**src/verilog/cdr_pkg.sv**
```systemverilog
// Purpose: constants and carrier types for the cpu dedicated register set
// Assumes: 8-bit core datapath drives update strobes each cycle
// Notes: see behaviour list below
// Behaviour
// - instruction pointer is 16 bits, loads FFFD on reset
// - 16-bit accumulator; 8-bit ops use its lower byte; undefined at reset
// - 16-bit temporary accumulator is second operand; 8-bit ops use low byte
// - offset base, aux and stack pointers: 16 bits, undefined at reset
// - 16-bit flag word: upper byte bank select, lower byte condition codes
// - reset clears interrupt enable, sets both level bits; rest undefined
// - half carry set on carry or borrow from bit 3 into bit 4
// - interrupts accepted only while enable flag is one; cleared on reset
// - service only requests of higher priority than current two-bit level
// - negative flag follows result most significant bit
// - zero flag set when result is zero, cleared otherwise
// - overflow flag set on two's-complement overflow, cleared otherwise
// - carry flag from bit 7 carry or borrow; shifts load shifted-out bit
// - 8-bit general registers in memory, eight per bank, up to 32 banks
// - 64 KB space: io lowest, data above, code and vectors at top
`default_nettype none
package cdr_pkg;
	localparam logic [15:0] CDR_IP_RESET = 16'hFFFD;
	// undefined in hardware; zero keeps runs repeatable
	localparam logic [15:0] CDR_WORD_RESET = 16'h0000;
	// condition-code bit positions
	localparam int CDR_CC_H = 7;
	localparam int CDR_CC_I = 6;
	localparam int CDR_CC_IL1 = 5;
	localparam int CDR_CC_IL0 = 4;
	localparam int CDR_CC_N = 3;
	localparam int CDR_CC_Z = 2;
	localparam int CDR_CC_V = 1;
	localparam int CDR_CC_C = 0;
	localparam logic [7:0] CDR_CC_RESET = 8'h30;
	localparam logic [4:0] CDR_BANK_RESET = 5'h00;
	localparam logic [15:0] CDR_BANK_BASE = 16'h0100; // default mapping base
	localparam int CDR_REGS_PER_BANK = 8;
	localparam int CDR_BANKS = 32;

	// register selector for writes
	typedef enum logic [6:0] {
		CDR_SEL_IP = 7'h01,
		CDR_SEL_ACC = 7'h02,
		CDR_SEL_TMP = 7'h04,
		CDR_SEL_IDX = 7'h08,
		CDR_SEL_AUX = 7'h10,
		CDR_SEL_SP = 7'h20,
		CDR_SEL_FW = 7'h40
	} cdr_sel_t;

	// alu result with operands for flag evaluation
	typedef struct packed {
		logic valid;
		logic wide;     // 16-bit operation
		logic sub;      // subtract / borrow sense
		logic shift;    // shift instruction
		logic shift_out;
		logic [15:0] op_a;
		logic [15:0] op_b;
		logic [15:0] result;
	} cdr_alu_t;

	typedef struct packed {
		logic en;
		cdr_sel_t sel;
		logic [15:0] data;
	} cdr_wr_t;
endpackage
`default_nettype wire

```
**src/verilog/cdr_bank_ram.sv**
```systemverilog
// Purpose: banked general register storage, 32 banks of eight bytes
// Assumes: single port, registered read data
// Notes: contents undefined after reset
`timescale 1ns/100ps
`default_nettype none
module cdr_bank_ram (
	input wire logic clk_i,
	input wire logic we_i,
	input wire logic [7:0] addr_i,
	input wire logic [7:0] wdata_i,
	output logic [7:0] rdata_o
);
	logic [7:0] mem_q [0:255];

	// storage and registered read
	always_ff @(posedge clk_i) begin
		if (we_i) begin
			mem_q[addr_i] <= wdata_i;
		end
		rdata_o <= mem_q[addr_i];
	end
endmodule
`default_nettype wire

```
**src/verilog/cdr_core_regs.sv**
```systemverilog
// Purpose: dedicated cpu registers, flag word and interrupt level gating
// Assumes: datapath presents one write and one alu result per cycle
// Notes: registers left undefined by the hardware reset to zero here
`timescale 1ns/100ps
`default_nettype none
module cdr_core_regs
	import cdr_pkg::*;
(
	input wire logic sys_clk_i,
	input wire logic rst_b_i,
	input wire cdr_pkg::cdr_wr_t wr_i,
	input wire cdr_pkg::cdr_alu_t alu_i,
	input wire logic ip_inc_i,
	input wire logic irq_req_i,
	input wire logic [1:0] irq_level_i,
	input wire logic gpr_we_i,
	input wire logic [2:0] gpr_idx_i,
	input wire logic [7:0] gpr_wdata_i,
	input wire logic [15:0] bank_base_i,
	output logic [15:0] instr_pointer_o,
	output logic [15:0] acc_o,
	output logic [15:0] tmp_acc_o,
	output logic [15:0] offset_base_reg_o,
	output logic [15:0] aux_mem_pointer_o,
	output logic [15:0] push_pop_pointer_o,
	output logic [15:0] cpu_flag_word_o,
	output logic irq_take_o,
	output logic [15:0] gpr_addr_o,
	output logic [7:0] gpr_rdata_o
);
	import cdr_pkg::*;

	// reset release chain
	logic rst_s1_q;
	logic rst_b_q;
	// dedicated registers, current and next
	logic [15:0] ip_q, ip_d;
	logic [15:0] acc_q, acc_d;
	logic [15:0] tmp_q, tmp_d;
	logic [15:0] idx_q, idx_d;
	logic [15:0] aux_q, aux_d;
	logic [15:0] sp_q, sp_d;
	// flag word halves
	logic [4:0] bank_q, bank_d;
	logic [7:0] cc_q, cc_d;
	// interrupt decision and banked register address
	logic take_q, take_d;
	logic [15:0] gaddr_q, gaddr_d;
	logic [7:0] ram_addr;

	// numeric priority: 0 highest; code 01 ranks with 00
	function automatic logic [1:0] lvl_rank(input logic [1:0] code);
		lvl_rank = (code == 2'b01) ? 2'b00 : code;
	endfunction

	// flag evaluation from an alu result, 8 or 16 bit
	function automatic logic [7:0] flags(input cdr_alu_t a,
		input logic [7:0] cc);
		logic msb_a, msb_b, msb_r;
		logic [16:0] sum;
		logic [4:0] nib;
		flags = cc;
		msb_a = a.wide ? a.op_a[15] : a.op_a[7];
		msb_b = a.wide ? a.op_b[15] : a.op_b[7];
		msb_r = a.wide ? a.result[15] : a.result[7];
		nib = a.sub ? ({1'b0, a.op_a[3:0]} - {1'b0, a.op_b[3:0]})
			: ({1'b0, a.op_a[3:0]} + {1'b0, a.op_b[3:0]});
		sum = a.sub ? ({9'h000, a.op_a[7:0]} - {9'h000, a.op_b[7:0]})
			: ({9'h000, a.op_a[7:0]} + {9'h000, a.op_b[7:0]});
		flags[CDR_CC_H] = nib[4];
		flags[CDR_CC_N] = msb_r;
		flags[CDR_CC_Z] = a.wide ? (a.result == 16'h0000)
			: (a.result[7:0] == 8'h00);
		// overflow: operand signs agree (after sub inversion), result differs
		flags[CDR_CC_V] = (msb_a ~^ (msb_b ^ a.sub))
			&& (msb_r != msb_a);
		flags[CDR_CC_C] = a.shift ? a.shift_out : sum[8];
	endfunction

	// reset release through two flops
	always_ff @(posedge sys_clk_i or negedge rst_b_i) begin
		if (!rst_b_i) begin
			rst_s1_q <= 1'b0;
			rst_b_q <= 1'b0;
		end else begin
			rst_s1_q <= 1'b1;
			rst_b_q <= rst_s1_q;
		end
	end

	// instruction pointer: a write beats the increment
	always_comb begin
		ip_d = ip_q;
		if (wr_i.en && wr_i.sel == CDR_SEL_IP) begin
			ip_d = wr_i.data;
		end else if (ip_inc_i) begin
			ip_d = ip_q + 16'h0001;
		end
	end

	// program fetch starts from the top of the space after reset
	always_ff @(posedge sys_clk_i or negedge rst_b_q) begin
		if (!rst_b_q) begin
			ip_q <= CDR_IP_RESET;
		end else begin
			ip_q <= ip_d;
		end
	end

	// working registers: an explicit write beats an alu result
	always_comb begin
		acc_d = acc_q;
		tmp_d = tmp_q;
		idx_d = idx_q;
		aux_d = aux_q;
		sp_d = sp_q;
		// 8-bit results leave the upper accumulator byte alone
		if (alu_i.valid) begin
			if (alu_i.wide) begin
				acc_d = alu_i.result;
			end else begin
				acc_d = {acc_q[15:8], alu_i.result[7:0]};
			end
		end
		if (wr_i.en) begin
			case (wr_i.sel)
				CDR_SEL_ACC: acc_d = wr_i.data;
				CDR_SEL_TMP: tmp_d = wr_i.data;
				CDR_SEL_IDX: idx_d = wr_i.data;
				CDR_SEL_AUX: aux_d = wr_i.data;
				CDR_SEL_SP: sp_d = wr_i.data;
				default: ;
			endcase
		end
	end

	// undefined in hardware; cleared here so runs repeat exactly
	always_ff @(posedge sys_clk_i or negedge rst_b_q) begin
		if (!rst_b_q) begin
			acc_q <= CDR_WORD_RESET;
			tmp_q <= CDR_WORD_RESET;
			idx_q <= CDR_WORD_RESET;
			aux_q <= CDR_WORD_RESET;
			sp_q <= CDR_WORD_RESET;
		end else begin
			acc_q <= acc_d;
			tmp_q <= tmp_d;
			idx_q <= idx_d;
			aux_q <= aux_d;
			sp_q <= sp_d;
		end
	end

	// flag word: a whole-word write beats the alu flag update
	always_comb begin
		bank_d = bank_q;
		cc_d = cc_q;
		if (alu_i.valid) begin
			cc_d = flags(alu_i, cc_q);
		end
		// only five bank bits exist, the upper three read as zero
		if (wr_i.en && wr_i.sel == CDR_SEL_FW) begin
			bank_d = wr_i.data[12:8];
			cc_d = wr_i.data[7:0];
		end
	end

	// reset clears enable and sets both level bits; the other flag bits and the bank load zero
	always_ff @(posedge sys_clk_i or negedge rst_b_q) begin
		if (!rst_b_q) begin
			bank_q <= CDR_BANK_RESET;
			cc_q <= CDR_CC_RESET;
		end else begin
			bank_q <= bank_d;
			cc_q <= cc_d;
		end
	end

	// interrupt gating: enable flag and level comparison
	always_comb begin
		take_d = irq_req_i && cc_q[CDR_CC_I]
			&& (lvl_rank(irq_level_i)
			< lvl_rank({cc_q[CDR_CC_IL1], cc_q[CDR_CC_IL0]}));
	end

	// registered so the datapath sees one clean decision per cycle
	always_ff @(posedge sys_clk_i or negedge rst_b_q) begin
		if (!rst_b_q) begin
			take_q <= 1'h0;
		end else begin
			take_q <= take_d;
		end
	end

	// banked register address: integrator base plus bank and index
	always_comb begin
		gaddr_d = bank_base_i + {8'h00, bank_q, gpr_idx_i};
	end
	// ram index: 5-bit bank, 3-bit register
	assign ram_addr = {bank_q, gpr_idx_i};

	// address wraps inside the 64 KB space; no carry out is kept
	always_ff @(posedge sys_clk_i or negedge rst_b_q) begin
		if (!rst_b_q) begin
			gaddr_q <= CDR_WORD_RESET;
		end else begin
			gaddr_q <= gaddr_d;
		end
	end

	// outputs straight from flops
	assign instr_pointer_o = ip_q;
	assign acc_o = acc_q;
	assign tmp_acc_o = tmp_q;
	assign offset_base_reg_o = idx_q;
	assign aux_mem_pointer_o = aux_q;
	assign push_pop_pointer_o = sp_q;
	assign cpu_flag_word_o = {3'b000, bank_q, cc_q};
	assign irq_take_o = take_q;
	assign gpr_addr_o = gaddr_q;

	cdr_bank_ram u_ram (
		.clk_i(sys_clk_i),
		.we_i(gpr_we_i),
		.addr_i(ram_addr),
		.wdata_i(gpr_wdata_i),
		.rdata_o(gpr_rdata_o)
	);
endmodule
`default_nettype wire

```
**config.mk**
```make
export PLATFORM = sky130hd
export DESIGN_NAME = cdr_core_regs
export DESIGN_NICKNAME = d
export VERILOG_FILES = /design/src/verilog/cdr_pkg.sv /design/src/verilog/cdr_bank_ram.sv /design/src/verilog/cdr_core_regs.sv
export SDC_FILE = /design/constraint.sdc
export NUM_CORES = 2
export LEC_CHECK = 0
export BUFFER_PORTS_ARGS = -buffer_cell sky130_fd_sc_hd__clkbuf_2
export CAP_MARGIN = 5
export CELL_PAD_IN_SITES_DETAIL_PLACEMENT = 1
export CELL_PAD_IN_SITES_GLOBAL_PLACEMENT = 1
export CORE_MARGIN = 10
export CORE_UTILIZATION = 59
export CTS_BUF_LIST = sky130_fd_sc_hd__clkbuf_16
export DETAILED_ROUTE_END_ITERATION = 8
export GPL_ROUTABILITY_DRIVEN = 0
export PLACE_DENSITY_LB_ADDON = 0.12
export SLEW_MARGIN = 10
export SYNTH_ARGS = -nofsm -noshare
export SYNTH_HDL_FRONTEND = slang
export SYNTH_SLANG_ARGS = --single-unit
```
**constraint.sdc**
```tcl
create_clock -name sys_clk_i -period 8 [get_ports sys_clk_i]
set_clock_uncertainty 0.2 [all_clocks]
set_input_delay 0 -clock sys_clk_i [delete_from_list [all_inputs] [get_ports sys_clk_i]]
set_output_delay 0 -clock sys_clk_i [all_outputs]
set_load 0.02 [all_outputs]
```
# ---- Word-level counts from Yosys, hierarchy flattened
# Memories as Yosys holds them, arrays and structs flattened. A register that Yosys moved wholly into a read port is not among the register bits.
# Cells that the tools add are included.
dict set report op_classes {
  n_addsub 6
  mul 0
  div_mod_pow 0
  order_cmp 1
  n_eq_ne 10
  shifts 0
  muxes 19
  n_bitwise 2
  reduce_logical 13
}
# operator count
set ops {}
lappend ops {{$mux 16} 6}
lappend ops {{$add 16x1->16 const B} 1}
lappend ops {{$add 16x8->16} 1}
lappend ops {{$logic_not 16->1} 1}
lappend ops {{$mux 8} 2}
lappend ops {{$add 8x8->9} 1}
lappend ops {{$mux 9} 1}
lappend ops {{$sub 8x8->9} 1}
lappend ops {{$logic_not 8->1} 1}
lappend ops {{$reduce_and 2->1} 4}
lappend ops {{$eq 7x1->1 const B} 1}
lappend ops {{$eq 7x2->1 const B} 1}
lappend ops {{$eq 7x3->1 const B} 1}
lappend ops {{$eq 7x4->1 const B} 1}
lappend ops {{$eq 7x5->1 const B} 1}
lappend ops {{$eq 7x6->1 const B} 1}
lappend ops {{$eq 7x7->1 const B} 1}
lappend ops {{$mux 1} 7}
lappend ops {{$add 4x4->5} 1}
lappend ops {{$logic_and 1x1->1} 5}
lappend ops {{$mux 5} 1}
lappend ops {{$sub 4x4->5} 1}
lappend ops {{$eq 2x1->1 const B} 2}
lappend ops {{$mux 2} 2}
lappend ops {{5 further kinds} 6}
dict set report word_totals {
  register_bits 128
  latch_bits 0
  ram_bits 2048
  rom_bits 0
  output_inout_bits 137
  elab_cells 65
  n_memories 1
}
# name words word_bits rd rd_clocked_by_memory_dff wr line_no
set mem_list {}
lappend mem_list {u_ram.mem_q 256 8 1 1 1 cdr_bank_ram.sv:13} ;# logic [7:0] mem_q [0:255];

# ---- Longest topological paths before layout
dict set report logic_depth {
  word_depth 6
  depth_mapped 14
  mapped_depth_nobuf 12
}

# ---- By module
# Synthesis repeated with hierarchy kept, for this count alone.
dict set report unflattened {
  cells_unflattened 4047
  area_unflattened_um2 84636.2
}
# mod n_inst cells_per_inst area_per_inst_um2 seq_area_each_um2
set modules_own_cells {}
lappend modules_own_cells {cdr_bank_ram 1 3547 78492.8 61659.1}
lappend modules_own_cells {cdr_core_regs 1 500 6143.4 3224.3}

# ---- Worst setup path before layout
# Ideal clock, no wire load.
dict set report synth_timing {
  path_type {reg-to-reg}
  startpoint {reg bank_q[0]}
  endpoint {mem u_ram.mem_q[148][0], enable pin}
  arrival_time_ns 2.726
  required_ns 7.430
  setup_slack_ns 4.704
  stages_incl_launch_ff 10
  synth_period_minus_slack_ns 3.296
  cell_sequence {dfrtp_1 -> buf_2 -> inv_2 -> buf_2 -> buf_4 -> buf_2 -> buf_2 -> buf_2 -> nand2_1 -> nor2_1}
}
# item line_no
set synth_lines {}
lappend synth_lines {{from (decl)} cdr_core_regs.sv:44} ;# logic [4:0] bank_q, bank_d;
lappend synth_lines {{from (signal assigned)} cdr_core_regs.sv:174} ;# bank_q <= bank_d;
lappend synth_lines {{to (decl)} cdr_bank_ram.sv:13}
# No word-level cell before the write port.

# ---- Worst setup path after layout
dict set report layout_timing {
  startpoint {reg bank_q[0]}
  endpoint {mem u_ram.mem_q[163][1], enable pin}
}
# No word-level cell before the write port.

==> metrics.md <==
| Metric | Value |
|---|---|
| Tmin final | `4575 ps` |
| Fin crit share | `57.18%` |
| Quantity of hold-fixing buffers added after cts | `just under 200` |
| H-tree Lvls | `4` |
| Max stage delay on crit path | `1010 ps` |
| DRT Pass-1 Iters | `7` |
| PwrDens | `251.2 nW/um^2` |
| Worst VDD drop | `212.0 uV` |
| Share of cells above drive strength 1 | `27.21%` |
| Vias | `44380` |
| Fin area | `roughly 97000 sq um` |
| Mux cell area share after synthesis | `17.34%` |
| Drt wl/cell | `36.56 microns` |
| Post-Synth Simple-Gate Area | `2.923%` |
| Initial DRC count | `5445` |
| Top post-synthesis cells by area | `edfxtp_1 72%, mux4_2 15%, dfrtp_1 3.3%, nor2_1 1.4%, mux2i_1 1.2%` |
| Ports | `248` |
| CTS Buffer Depth | `3` |
| Max_cap viols | `0` |
| Vias in the first global route | `46630` |
| Cell repeated most along the worst path | `buf_4` |
| Post-synthesis compound-gate area fraction | `1.585%` |
| GR Overflow Total | `0` |
| Arrival time worst endpoint | `slightly below 5000 ps` |
| Hold crit path type | `in2reg` |
| Syn Inst Count | `around 4000` |
| Area delta synth->final | `13.88%` |
| DP HPWL | `141.2 mm` |
| Synth Area in Adders | `0.2872%` |
| CP max stage cell | `nor2_4` |
| Post-synth EDFFs | `between 2000 and 2500` |
| Number of synthesis warnings | `0` |
| Post-place instance area | `88590 sq um` |
| # setup viols final | `0` |
| Final Hold Fails | `0` |
| Die Span Y | `400.4 microns` |
| Post-CTS Resized | `0` |
| Pleak | `0.03168 uW` |
| Drt total wl | `241.5 mm` |
| CP startpoint kind | `flip-flop` |
| Core area | `143700 sq um` |
| RSZ-0062 raised after global routing | `false` |
| CTS tree | `done` |
| Clock sinks | `2184` |
| Relative slew margins | `around 13%` |
| CP required | `slightly above 8000 ps` |
| First-pass GRT wire length | `350.6 mm` |
| Largest family of logic cells by synthesized area | `multiplexers` |
| Status | `completed` |
| Async SR Flop Fraction | `5.861%` |
| Post-synth top area share | `72.02%` |
| Port buffer count | `230` |
| Antenna-violating nets left | `0` |
| Largest net degree at the start of global routing | `about 150` |
| # fillers | `11350` |
| Post-route DRC | `0` |
| Post-synth design cell area | `85390 sq um` |
| Post-synthesis cell type count | `64` |
| Sequential fraction of the synthesis area | `75.98%` |
| Die Width | `400.4 microns` |
| Fin Setup TNS | `0 ps` |
| Ys flop type | `edfxtp_1` |
| Tot GR Track Use | `30.20%` |
| Clk slew on worst S/H paths | `60 ps` |
| Worst-margin pin slew | `1309 ps` |
| XOR/XNOR Fraction of Synth Area | `0.3795%` |
| Final Max Tran Viols | `0` |
| Clk Latency, worst-skew pair | `840 ps` |
| CP Class | `reg2reg` |
| Setup ws final | `between 3000 and 4000 ps` |
| Root buffer cell | `clkbuf_16` |
| Setup WS pre-CTS | `3496 ps` |
| Die footprint | `160300 sq um` |
| Crit-path cells | `buf_4, nor2_4, nand2_1, buf_4, nor2_1` |
| Layout net count | `roughly 4600` |
| Crit. End Element | `flip-flop` |
| Syn_area_per_cell | `21.26 sq um` |
| Num CTS Buffers | `210` |
| Initial Util | `59.44%` |
| # rows | `139` |
| Largest area contributor in the netlist | `edfxtp_1` |
| Max Clock Freq | `218.6 MHz` |
| Maximum fanout along the worst path | `30` |
| Setup bufs post-CTS | `0` |
| Post-synthesis register bit count | `2184` |
| Initial antenna violation count | `9` |
| Via/cell ratio | `6.720` |
-- cells in the final DEF, fill, tap and decap left out, types with 32 or more instances in the layout --
cell type / netlist / layout
dfrtp_1: 111 / 109
nand3_1: 36 / 36
edfxtp_1: 2048 / 2048
a22oi_1: 32 / 32
clkbuf_16: 0 / 213
nand2_1: 107 / 107
a21oi_1: 58 / 58
nor2_1: 322 / 321
clkinv_1: 2 / 58
mux4_2: 579 / 579
mux2i_1: 103 / 103
dlygate4sd3_1: 0 / 196
buf_4: 32 / 76
clkbuf_2: 0 / 219
mux2_2: 65 / 65
clkinv_2: 0 / 41
inv_1: 15 / 66
-- metrics by stage --
step           utilization, %  std cells  total power [uW]  hold WS, ps
4_1_cts                 67.65       6597             24410        12.93
6_report                67.69       6605             24430        52.61
2_1_floorplan               -       4018             13950       -495.6
3_5_place_dp            61.67       6004             14830       -411.2
3_3_place_gp            61.67       6004             14780       -414.4
5_1_grt                 67.68       6599             25080        61.63
-- worst max-delay path: cells and delay by family, from the launching register on --
family / cells / cell delay, ps
flops: 1 / 410
buf+inv: 2 / 850
simple gates: 3 / 2630
-- metal layers --
metal	up-vias	share of wire, %	track usage, %
met5	-	0.027	0
met4	10	4.2	11.64
met3	480	9.1	6.919
met2	2598	50	49.22
met1	23690	37	39.98
li1	17610	-	-
-- cell type report --
| type | count | area (sq um) | share of cell area, % |
|---|---|---|---|
| diodes | 6 | 15.01 | 0.01544 |
| repair buffers | 512 | 3983 | 4.096 |
| flip-flops and latches | 2184 | 64890 | 66.73 |
| clock inverters | 184 | 1301 | 1.338 |
| well taps | 1903 | 2381 | 2.449 |
| clock buffers | 213 | 5330 | 5.481 |
| inverters | 18 | 75.07 | 0.07720 |
| multi-input cells | 1585 | 19270 | 19.81 |
-- worst paths after layout --
check	from	endpoint	slack [ps]	cells after the start
worst max register to register	bank_q[0]	u_ram.mem_q[163][1]	3430	5
worst max-delay path	bank_q[0]	u_ram.mem_q[163][1]	3430	5
worst min-delay path	gpr_idx_i[1]	gpr_addr_o[1]	50	4
worst min register to register	rst_s1_q	rst_b_q	150	0
max in group asynchronous	rst_b_q	gpr_addr_o[15]	5920	1
min in group asynchronous	rst_b_q	tmp_acc_o[8]	260	0
-- state kept, by name (all words and copies together) (netlist names), 5 cells and up --
name and cells:
push_pop_pointer_o 16, tmp_acc_o 16, cc_q 8, gpr_addr_o 16, aux_mem_pointer_o 16, offset_base_reg_o 16
u_ram.mem_q 2048, instr_pointer_o 16, bank_q 5, acc_o 16, u_ram.rdata_o 8
-- synthesized netlist by cell type (all sizes together) (3+ instances only) --
cell	number
nand3	36
or3	3
nor3b	4
a21oi	58
nand3b	7
nand2	107
nor2	322
inv	16
o22ai	17
clkbuf	113
a21o	4
o21ai	25
dfrtp	111
ha	18
dfxtp	8
a22oi	32
nand4	15
mux2	65
o32ai	17
buf	118
edfxtp	2048
o221ai	6
nor3	19
nor4	12
mux4	579
nand2b	6
a211oi	6
and4	3
mux2i	103
a22o	8
a221oi	7
a2111oi	3
and3	10
dfstp	17
xor2	16
xnor2	21
nor2b	15
a31oi	8
and2	7
-- logic make-up (layout without fill, tap and decap cells) --
family	after synthesis	in the layout
multiplexers	747	747
buffers and inverters	249	927
AO/OA/AOI/OAI	203	203
XOR/XNOR	37	37
AND/OR/NAND/NOR	575	575
flip-flops	2184	2184
other	2	10
adder cells (fa/ha/maj)	19	19
-- where the power goes --
| part | total, uW | switching [uW] | internal (uW) |
|---|---|---|---|
| clock | 9650 | 4280 | 5370 |
| combinational | 2020 | 1300 | 721 |
| sequential | 12800 | 119 | 12600 |
Note: power is estimated with default switching activity, not from simulation.
